==> src/hw/dmp_pkg.sv <==
// Package for the external data memory port: widths, reset values, states, carriers.
// Assumes one core clock; the bank and page configuration arrives as plain inputs.
// Contract
// - Read strobe is asserted throughout every external data memory read access.
// - Write strobe is asserted throughout every external data memory write access.
// - Deasserted acknowledge adds wait states; access extends while acknowledge stays low.
// - Page boundary output asserts when an access enters a different configured page.
// - Float control asserted puts address, data, selects and strobes into high impedance.
// - Float control during an access halts execution; access stays uncompleted until released.
// - Bus request: finish current cycle, halt, float all memory outputs, assert grant.
// - Grant stays driven low for as long as bus request remains asserted.
// - On request release, grant deasserts, interface is driven again, execution resumes.
// - One access cycle per clock period; clock never stops or changes rate.
// - Reset puts the port in a known state, ready for the reset vector fetch.
// - Acknowledge and float control are synchronous; bus request and reset are asynchronous; the code samples reset synchronously on clk.
// - Address is 32 bits, data 40 bits; 32-bit values use data bits 39 to 8.
// - Four bank selects decode the address against configured banks; may assert early.
package dmp_pkg;

   localparam int DMP_ADDR_W = 32;
   localparam int DMP_DATA_W = 40;
   localparam int DMP_BANKS = 4;
   localparam int DMP_SHIFT_W = 5;
   localparam int DMP_WORD_LSB = 8;
   localparam int DMP_SYNC_STAGES = 2;

   localparam logic [DMP_ADDR_W-1:0] DMP_ADDR_RST = 32'h0000_0000;
   localparam logic [DMP_DATA_W-1:0] DMP_DATA_RST = 40'h00_0000_0000;
   localparam logic [DMP_BANKS-1:0] DMP_SEL_IDLE_N = 4'hf;
   localparam logic DMP_STROBE_IDLE_N = 1'b1;
   localparam logic DMP_GRANT_IDLE_N = 1'b1;

   typedef enum logic [1:0] {
      DMP_IDLE = 2'b00,
      DMP_ACCESS = 2'b01,
      DMP_GRANT = 2'b10
   } dmp_state_e;

   // Bank boundaries: bank 0 below bound[0], bank 1 below bound[1], bank 2 below bound[2], else bank 3
   typedef struct packed {
      logic [DMP_BANKS-2:0][DMP_ADDR_W-1:0] bank_bound;
      logic [DMP_SHIFT_W-1:0] page_shift;
   } dmp_cfg_s;

   typedef struct packed {
      logic write;
      logic [DMP_ADDR_W-1:0] addr;
      logic [DMP_DATA_W-1:0] wdata;
   } dmp_req_s;

endpackage

==> src/hw/dmp_port.sv <==
// External data memory port: strobes, bank selects, wait states, page flag, float and bus grant.
// Assumes core requests and the ack/float pins are synchronous to clk; bus request is asynchronous.
`timescale 1ns/1ps
module dmp_port import dmp_pkg::*; (
   input wire logic clk,
   input wire logic sys_rst,
   input wire logic ce,
   input wire dmp_cfg_s cfg,
   input wire logic req_valid,
   input wire dmp_req_s req,
   output logic req_ready,
   output logic [DMP_DATA_W-1:0] rdata,
   output logic rdata_valid,
   output logic core_halt,
   output logic [DMP_ADDR_W-1:0] dmem_addr,
   output logic [DMP_DATA_W-1:0] dmem_data_out,
   input wire logic [DMP_DATA_W-1:0] dmem_data_in,
   output logic dmem_data_oe,
   output logic dmem_bus_oe,
   output logic [DMP_BANKS-1:0] dmem_bank_select_n,
   output logic dmem_read_strobe_n,
   output logic dmem_write_strobe_n,
   output logic dmem_page_cross,
   input wire logic dmem_acknowledge,
   input wire logic dmem_float_control_n,
   input wire logic bus_request_in_n,
   output logic bus_grant_out_n
);

   // ----------------------------------------------------------------
   // Decode helpers
   // ----------------------------------------------------------------
   function automatic logic [DMP_BANKS-1:0] bank_decode(input logic [DMP_ADDR_W-1:0] a,
                                                        input dmp_cfg_s c);
      logic [DMP_BANKS-1:0] onehot;
      onehot = 4'h8;
      if (a < c.bank_bound[0])
         onehot = 4'h1;
      else if (a < c.bank_bound[1])
         onehot = 4'h2;
      else if (a < c.bank_bound[2])
         onehot = 4'h4;
      return onehot;
   endfunction

   function automatic logic [DMP_ADDR_W-1:0] page_of(input logic [DMP_ADDR_W-1:0] a,
                                                     input dmp_cfg_s c);
      return a >> c.page_shift;
   endfunction

   // ----------------------------------------------------------------
   // State and signals
   // ----------------------------------------------------------------
   dmp_state_e state, next_state;
   logic br_sync_n;
   logic br_active;
   logic floated;
   logic acc_write;
   logic page_valid;
   logic [DMP_ADDR_W-1:0] last_page;
   wire logic start_acc;
   wire logic acc_done;
   wire logic new_page;
   wire logic [DMP_BANKS-1:0] sel_early;

   // Bus request is asynchronous and only its synchronised copy is used
   dmp_sync #(
      .RST_VAL(1'b1)
   ) u_br_sync (
      .clk(clk),
      .sys_rst(sys_rst),
      .ce(ce),
      .async_in(bus_request_in_n),
      .sync_out(br_sync_n)
   );

   assign br_active = !br_sync_n;
   assign floated = !dmem_float_control_n;

   // ----------------------------------------------------------------
   // Sequencing
   // ----------------------------------------------------------------
   // New access only when idle and no bus request is pending
   assign req_ready = (state == DMP_IDLE) && !br_active && !sys_rst;
   assign start_acc = ce && req_valid && req_ready;
   // Access completes only with acknowledge high and the bus not floated
   assign acc_done = ce && (state == DMP_ACCESS) && dmem_acknowledge && !floated;
   assign new_page = !page_valid || (page_of(req.addr, cfg) != last_page);
   assign sel_early = bank_decode(req.addr, cfg);

   always_comb begin
      next_state = state;
      case (state)
         DMP_IDLE: begin
            if (br_active)
               next_state = DMP_GRANT;
            else if (start_acc)
               next_state = DMP_ACCESS;
         end
         DMP_ACCESS: begin
            if (acc_done)
               next_state = DMP_IDLE;
         end
         DMP_GRANT: begin
            if (!br_active)
               next_state = DMP_IDLE;
         end
         default: next_state = DMP_IDLE;
      endcase
   end

   always_ff @(posedge clk) begin
      if (sys_rst)
         state <= DMP_IDLE;
      else if (ce)
         state <= next_state;
   end

   // ----------------------------------------------------------------
   // Pin registers
   // ----------------------------------------------------------------
   always_ff @(posedge clk) begin
      if (sys_rst) begin
         dmem_addr <= DMP_ADDR_RST;
         dmem_data_out <= DMP_DATA_RST;
         acc_write <= 1'b0;
         dmem_bank_select_n <= DMP_SEL_IDLE_N;
         dmem_read_strobe_n <= DMP_STROBE_IDLE_N;
         dmem_write_strobe_n <= DMP_STROBE_IDLE_N;
      end else if (ce) begin
         if (start_acc) begin
            dmem_addr <= req.addr;
            dmem_data_out <= req.wdata;
            acc_write <= req.write;
            dmem_bank_select_n <= ~sel_early;
            dmem_read_strobe_n <= req.write;
            dmem_write_strobe_n <= !req.write;
         end else if (acc_done) begin
            dmem_bank_select_n <= DMP_SEL_IDLE_N;
            dmem_read_strobe_n <= DMP_STROBE_IDLE_N;
            dmem_write_strobe_n <= DMP_STROBE_IDLE_N;
         end
      end
   end

   // Page flag stands for the whole access that entered a new page
   always_ff @(posedge clk) begin
      if (sys_rst) begin
         last_page <= DMP_ADDR_RST;
         page_valid <= 1'b0;
         dmem_page_cross <= 1'b0;
      end else if (ce) begin
         if (start_acc) begin
            last_page <= page_of(req.addr, cfg);
            page_valid <= 1'b1;
            dmem_page_cross <= new_page;
         end else if (acc_done)
            dmem_page_cross <= 1'b0;
      end
   end

   // Read data captured on the completing edge
   always_ff @(posedge clk) begin
      if (sys_rst) begin
         rdata <= DMP_DATA_RST;
         rdata_valid <= 1'b0;
      end else if (ce) begin
         rdata_valid <= acc_done && !acc_write;
         if (acc_done && !acc_write)
            rdata <= dmem_data_in;
      end
   end

   always_ff @(posedge clk) begin
      if (sys_rst)
         bus_grant_out_n <= DMP_GRANT_IDLE_N;
      else if (ce)
         bus_grant_out_n <= !(next_state == DMP_GRANT);
   end

   // ----------------------------------------------------------------
   // Output enables and halt
   // ----------------------------------------------------------------
   assign dmem_bus_oe = !floated && (state != DMP_GRANT) && !sys_rst;
   assign dmem_data_oe = dmem_bus_oe && (state == DMP_ACCESS) && acc_write;
   assign core_halt = (state == DMP_GRANT) || ((state == DMP_ACCESS) && floated);
endmodule // dmp_port

==> src/hw/dmp_sync.sv <==
// Two-stage level synchroniser with clock enable.
// Assumes the input is asynchronous to clk; only the second stage is read outside.
`timescale 1ns/1ps
module dmp_sync import dmp_pkg::*; #(
   parameter logic RST_VAL = 1'b1
) (
   input wire logic clk,
   input wire logic sys_rst,
   input wire logic ce,
   input wire logic async_in,
   output logic sync_out
);

   logic stage1;

   always_ff @(posedge clk) begin
      if (sys_rst) begin
         stage1 <= RST_VAL;
         sync_out <= RST_VAL;
      end else if (ce) begin
         stage1 <= async_in;
         sync_out <= stage1;
      end
   end

endmodule // dmp_sync

==> config.mk <==
export PLATFORM = sky130hd
export DESIGN_NAME = dmp_port
export DESIGN_NICKNAME = d
export VERILOG_FILES = /design/src/hw/dmp_pkg.sv /design/src/hw/dmp_port.sv /design/src/hw/dmp_sync.sv
export SDC_FILE = /design/constraint.sdc
export NUM_CORES = 1
export LEC_CHECK = 0
export ABC_AREA = 0
export BUFFER_PORTS_ARGS = -buffer_cell sky130_fd_sc_hd__buf_2
export CORE_ASPECT_RATIO = 1.2
export CORE_UTILIZATION = 50
export DETAILED_ROUTE_END_ITERATION = 7
export PLACE_DENSITY = 0.88
export SYNTH_ARGS = -nofsm -noshare
export SYNTH_HDL_FRONTEND = slang
export SYNTH_HIERARCHICAL = 1
export SYNTH_SLANG_ARGS = --single-unit
export TNS_END_PERCENT = 5
==> constraint.sdc <==
create_clock -name clk -period 2.5 [get_ports clk]
set_input_delay 0.125 -clock clk [delete_from_list [all_inputs] [get_ports clk]]
set_output_delay 0.125 -clock clk [all_outputs]
set_load 0.03 [all_outputs]
# --- Word-level counts from Yosys, hierarchy flattened ---
# Index checks and enable logic that the tools add are counted.
totals:
  inputBits: 221
  ff_bits: 159
  output_inout_bits: 125
  wordCells: 66
classes:
  n_eq_ne: 5
  shifts: 1
  mux: 15
  reduce_logical: 26
  bitwise: 1
  magnitude_cmp: 3
op_table:
  columns: ["op", "count"]
  rows:
  - ["32-bit less-than comparator", 3]
  - ["32-bit != test", 1]
  - ["32-bit by 5-bit >> shifter with 32-bit output", 1]
  - ["4-bit 2-to-1 mux", 5]
  - ["1-bit logical AND", 13]
  - ["2-bit 2-to-1 mux", 4]
  - ["1-bit logical NOT", 6]
  - ["2-bit case mux with 3 select lines", 1]
  - ["2-bit AND reduction", 3]
  - ["1-bit 2-to-1 mux", 5]
  - ["2-bit == test, second input constant", 2]
  - ["4-bit NOT", 1]
  - ["2-bit by 1-bit == test with 1-bit output, second input constant", 1]
  - ["2-bit logical NOT", 1]
  - ["1-bit logical OR", 2]
  - ["2-bit != test, second input constant", 1]
  - ["2-bit nonzero test", 1]

# --- Depth between registers and ports, before layout ---
depth:
  depth_word: 9
  depth_mapped: 11
  mapped_depth_nobuf: 10

# --- Cells and area by module ---
# Netlist, hierarchy kept.
by_module_without_submodules:
  columns: ["mod", "seq_area_each_um2", "cells_each", "n_inst", "area_per_inst_um2"]
  rows:
  - ["dmp_port", 3143.0, 1257, 1, 10187.3]
  - ["dmp_sync", 40.0, 6, 1, 70.1]

# --- Least setup slack after synthesis ---
# OpenSTA, ideal clock, no wires.
synth_path:
  path_type: "flip-flop to flip-flop"
  start: "register state[1]"
  end: "register last_page[5]"
  setup_time_ns: 0.086
  path_buffers: 2
  path_stages_with_launch: 7
  arrival_time_ns: 2.646
  slack_ns: -0.231
  synth_period_minus_slack_ns: 2.731
  required_time_ns: 2.414
  path_cell_list: "dfxtp_1 nor4b_1 and3_1 clkbuf_1 clkbuf_1 nor2_1 a211oi_1"
synth_via:
  elab_chain_cells: 5
synth_rtl:
  columns: ["element", "line_no", "text"]
  rows:
  - ["from (decl)", "dmp_port.sv:54", "dmp_state_e state, next_state;"]
  - ["from (signal assigned)", "dmp_port.sv:116", "state <= next_state;"]
  - ["2-bit logical NOT", "dmp_port.sv:84", "assign req_ready = (state == DMP_IDLE) && !br_active && !sys_rst;"]
  - ["1-bit logical AND (2 in a row)", "dmp_port.sv:84", null]
  - ["named net req_ready", "dmp_port.sv:11", "output logic req_ready,"]
  - ["1-bit logical AND", "dmp_port.sv:85", "assign start_acc = ce && req_valid && req_ready;"]
  - ["2-bit AND reduction (no source line)", null, null]
  - ["to (signal assigned)", "dmp_port.sv:154", "last_page <= page_of(req.addr, cfg);"]
  - ["to (decl)", "dmp_port.sv:60", "logic [DMP_ADDR_W-1:0] last_page;"]
# The timed path passes the listed nets, and every way through them passes these cells.
# A chain may end at the register's enable or synchronous reset.

# --- Final worst setup path ---
layout_path:
  start: "input port req[45] in the netlist's numbering"
  end: "register dmem_page_cross"
layout_via:
  elab_chain_cells: 4
layout_rtl:
  columns: ["element", "line_no", "text"]
  rows:
  - ["from (decl)", "dmp_port.sv:10", "input wire dmp_req_s req,"]
  - ["32-bit by 5-bit >> shifter with 32-bit output", "dmp_port.sv:48", "return a >> c.page_shift;"]
  - ["32-bit != test", "dmp_port.sv:88", "assign new_page = !page_valid || (page_of(req.addr, cfg) != last_page);"]
  - ["1-bit logical OR", "dmp_port.sv:88", null]
  - ["1-bit 2-to-1 mux", "dmp_port.sv:153", "if (start_acc) begin"]
  - ["to (signal assigned)", "dmp_port.sv:156", "dmem_page_cross <= new_page;"]
  - ["to (decl)", "dmp_port.sv:23", "output logic dmem_page_cross,"]
# No other way between the ends.

==> results by group <==
Status
  – Outcome: complete, no violations

Timing
  – Hold WS: 0.0134 ns
  – RSZ-0062 raised after global routing: no
  – Minimum clock period after layout: 2.37 ns
  – Actual slew at the worst max-slew pin: approximately 0.75 ns
  – Hold Vio Cnt, Final: 0
  – Max Slew Vio Count: 0
  – Fmax: between 400 and 500 MHz
  – Headroom to the max-slew limit: between 50% and 60%
  – Final Worst Setup Slack: 0.128 ns
  – Clock Skew: between 0.01 and 0.015 ns
  – Period Utilization, post-route: 94.9%
  – Final setup violation count: 0

Power and ir drop
  – Switch share: 31.9%
  – Design Power: between 6 and 7 mW
  – Pwr/cell area: about 500 mW/mm^2
  – Worst IR Drop VDD: about 500 uV
  – Internal: 4.72 mW
  – Leak: 6.53 nW
  – Clock share of power: a little under two fifths
  – Seq pwr share: a little under two fifths
  – Combinational power share: 24.1%
  – P_sw: approximately 2.2 mW

Clocking
  – Setup bufs post-CTS: 0
  – Root Driver: clkbuf_16
  – TritonCTS buffer count: 17
  – H-tree lvl count: 4
  – Clock Pin Slew Worst Setup and Hold Paths: roughly 0.070 ns
  – TritonCTS clock tree: built
  – Clk buf depth: 2
  – Sink Count: roughly 160
  – Skew-Pair Late Insertion Delay: about 0.44 ns

Layout
  – Area of the multi-input gates: approximately 0.0064 mm^2
  – Seq. cell area: about 0.0032 mm^2
  – Area grow syn2layout: 35.5%
  – Non-filler cells, final: 1,967
  – Final Cell Area: 0.0139 mm^2
  – Final antenna diode count: 0
  – Share of cells above drive strength 1: between 20% and 30%
  – Filler cell count: between 1,500 and 2,000
  – Final #Nets: between 2,000 and 2,500

Detailed routing
  – Via count: 11,100
  – Routed len/inst: roughly 17 um
  – DRT Pass-1 Iters: 5
  – Routed Antenna Nets: 0
  – Via/cell ratio: approximately 5.7
  – Final wirelength: between 30,000 and 40,000 um
  – DR iter-0 viols: 651
  – DRC viols: 0

Synthesis
  – Net Count, Synth: between 1,500 and 2,000
  – Post-synthesis sequential area ratio: between 30% and 40%
  – Synth Register Bits: 159
  – Syn. warnings: 6
  – Post-synth cell types: 67
  – Mapped cell area: 0.0103 mm^2
  – Mean Syn Cell Area: 8.12 um^2
  – Post-synth EDFFs: 0
  – Top FF cell, synth: dfxtp_1
  – Cells after synthesis: between 1,000 and 1,500
  – Post-synth ARST share: 0%

Flow run
  – Max-Cap Viols: 0

Global route
  – Wire length of the first global-routing pass: roughly 54,000 um
  – Total grt overflow: 0
  – Vias in the first global route: about 11,000
  – Initial antenna violation count: 0
  – Gr usage total: between 30% and 40%
  – Largest net degree at the start of global routing: 69

Worst setup path
  – Crit path kind: primary input to flop
  – WP data arrival: 2.68 ns
  – Crit. End Element: flop
  – CP Launch Type: primary input
  – Worst Path Max Fanout: 8
  – CP required: roughly 2.8 ns

Die
  – Die X: between 100 and 150 um
  – Core Box Area: around 0.02 mm^2
  – Die H: 159 um
  – Starting Density: approximately half
  – Io pins: roughly 350
  – Row count: 57
  – DIE AREA: about 0.021 mm^2

Place
  – Detailed placement HPWL: about 23,000 um
  – Routability congestion estimate: 0.975
  – DP Area: approximately 0.012 mm^2
  – Placed cell count: roughly 1,900
  – Setup WS pre-CTS: -0.0229 ns
  – Buffers on Ports: ~350

Hold path
  – Worst Hold Class: primary input to flop
[through the flow]
stage | util, % | TNS, ns
4_1_cts | 68.9 | 0
3_3_place_gp | 61.6 | 0
6_report | 68.9 | 0
3_5_place_dp | 61.6 | -0.0229
2_1_floorplan | - | 0
5_1_grt | 68.9 | 0
[cells in the final DEF, fill, tap and decap left out, drive strengths merged, types with 10 or more instances in the layout]
cell,Yosys,final
buf,12,393
nand2,279,279
a21oi,172,172
dfxtp,159,159
inv,99,107
ha,93,93
dlygate4sd3,0,85
nor2,56,56
mux4,37,37
mux2i,32,32
a21o,25,25
o21ai,25,25
nand4,21,21
nor3,20,20
nor2b,18,18
a211oi,17,17
clkbuf,59,17
xnor2,14,14
xor2,13,13
mux2,11,11
nand2b,10,10
[critical path, stage by stage]
cell and delay (ns):
dlygate4sd3_1 0.53, buf_2 0.17, mux4_2 0.50, a32o_1 0.24, a311oi_2 0.33, xor2_1 0.18, nand4_1 0.13, nor4b_2 0.34
a31oi_1 0.12
[flip-flops by register name (all words and copies together) (netlist names)]
| register | flops |
|---|---|
| dmem_write_strobe_n | 1 |
| rdata | 40 |
| dmem_data_out | 40 |
| state | 2 |
| last_page | 32 |
| dmem_page_cross | 1 |
| u_br_sync/sync_out | 1 |
| dmem_addr | 32 |
| rdata_valid | 1 |
| acc_write | 1 |
| bus_grant_out_n | 1 |
| page_valid | 1 |
| u_br_sync/stage1 | 1 |
| dmem_bank_select_n | 4 |
| dmem_read_strobe_n | 1 |
[worst paths after layout]
check	startpoint	to	slack, ns	cells past startpoint
max	req[45]	dmem_page_cross	0.13	9
min	req[42]	dmem_addr[2]	0.01	3
max reg2reg	state[0]	rdata[19]	0.34	5
min reg2reg	dmem_addr[31]	dmem_addr[31]	0.45	2
[layout make-up]
class	instances	share of cell area (%)
clock buffer	17	3.06
clock inverter	15	1.31
inverter	101	2.73
multi-input combinational	932	45.9
sequential	159	22.9
tap	265	2.39
timing repair buffer	478	21.7
[per-layer routing]
metal / GRT usage (%) / vias up / part of all wire [%]
met4: 20.1 / 0 / 5.1
met1: 34.9 / 5138 / 38
met3: 6.29 / 134 / 7.0
li1: - / 5258 / -
met5: 0 / - / 0
met2: 56.2 / 617 / 50
[power by group through the flow]
stage / registers, mW / clock network (mW) / logic (mW)
after CTS: 2.63 / 2.68 / 1.64
after global routing: 2.64 / 2.78 / 1.82
final: 2.64 / 2.62 / 1.67
after global placement: 2.69 / 0 / 1.49
after floorplan: 2.78 / 0 / 0.867
after detailed placement: 2.69 / 0 / 1.53
[logic make-up (layout without fill, tap and decap cells)]
logic type / Yosys count / in the layout / synth area share [%]
and+or+nand+nor: 434 / 434 / 18.2
buffers and inverters: 172 / 611 / 6.99
muxes: 80 / 80 / 12.7
adders and majority gates: 93 / 93 / 11.3
DFF: 159 / 159 / 31.0
AOI/OAI and AO/OA: 298 / 298 / 17.4
xor gates and xnor gates: 27 / 27 / 2.31
[cell usage after synthesis (4+ instances only)]
| cell type | n | share of area (%) |
|---|---|---|
| nand4_1 | 21 | 1.3 |
| o221ai_1 | 4 | 0.34 |
| xor2_1 | 13 | 1.1 |
| or2_2 | 4 | 0.24 |
| o22ai_1 | 5 | 0.30 |
| buf_2 | 4 | 0.20 |
| nand3_1 | 8 | 0.39 |
| nor2_1 | 56 | 2.0 |
| ha_1 | 93 | 11 |
| xnor2_1 | 14 | 1.2 |
| nor3_1 | 20 | 0.98 |
| mux2_2 | 11 | 1.2 |
| mux4_2 | 37 | 8.1 |
| nand2_1 | 279 | 10 |
| a21o_1 | 25 | 1.8 |
| o211ai_1 | 8 | 0.59 |
| inv_1 | 98 | 3.6 |
| dfxtp_1 | 159 | 31 |
| nand2b_1 | 10 | 0.61 |
| o21ai_0 | 24 | 1.2 |
| a21oi_1 | 171 | 8.3 |
| a31oi_1 | 6 | 0.37 |
| o21a_1 | 5 | 0.37 |
| mux2i_1 | 29 | 2.8 |
| nor2b_1 | 18 | 1.1 |
| a211oi_1 | 17 | 1.2 |
| clkbuf_1 | 59 | 2.2 |
[timing repair]
action / CTS / global route
resized for setup: 0 / 2
hold endpoints to repair: 86 / 0
hold buffers: 85 / 0
setup endpoints to repair: 0 / 4
(Power assumes the default switching activity.)
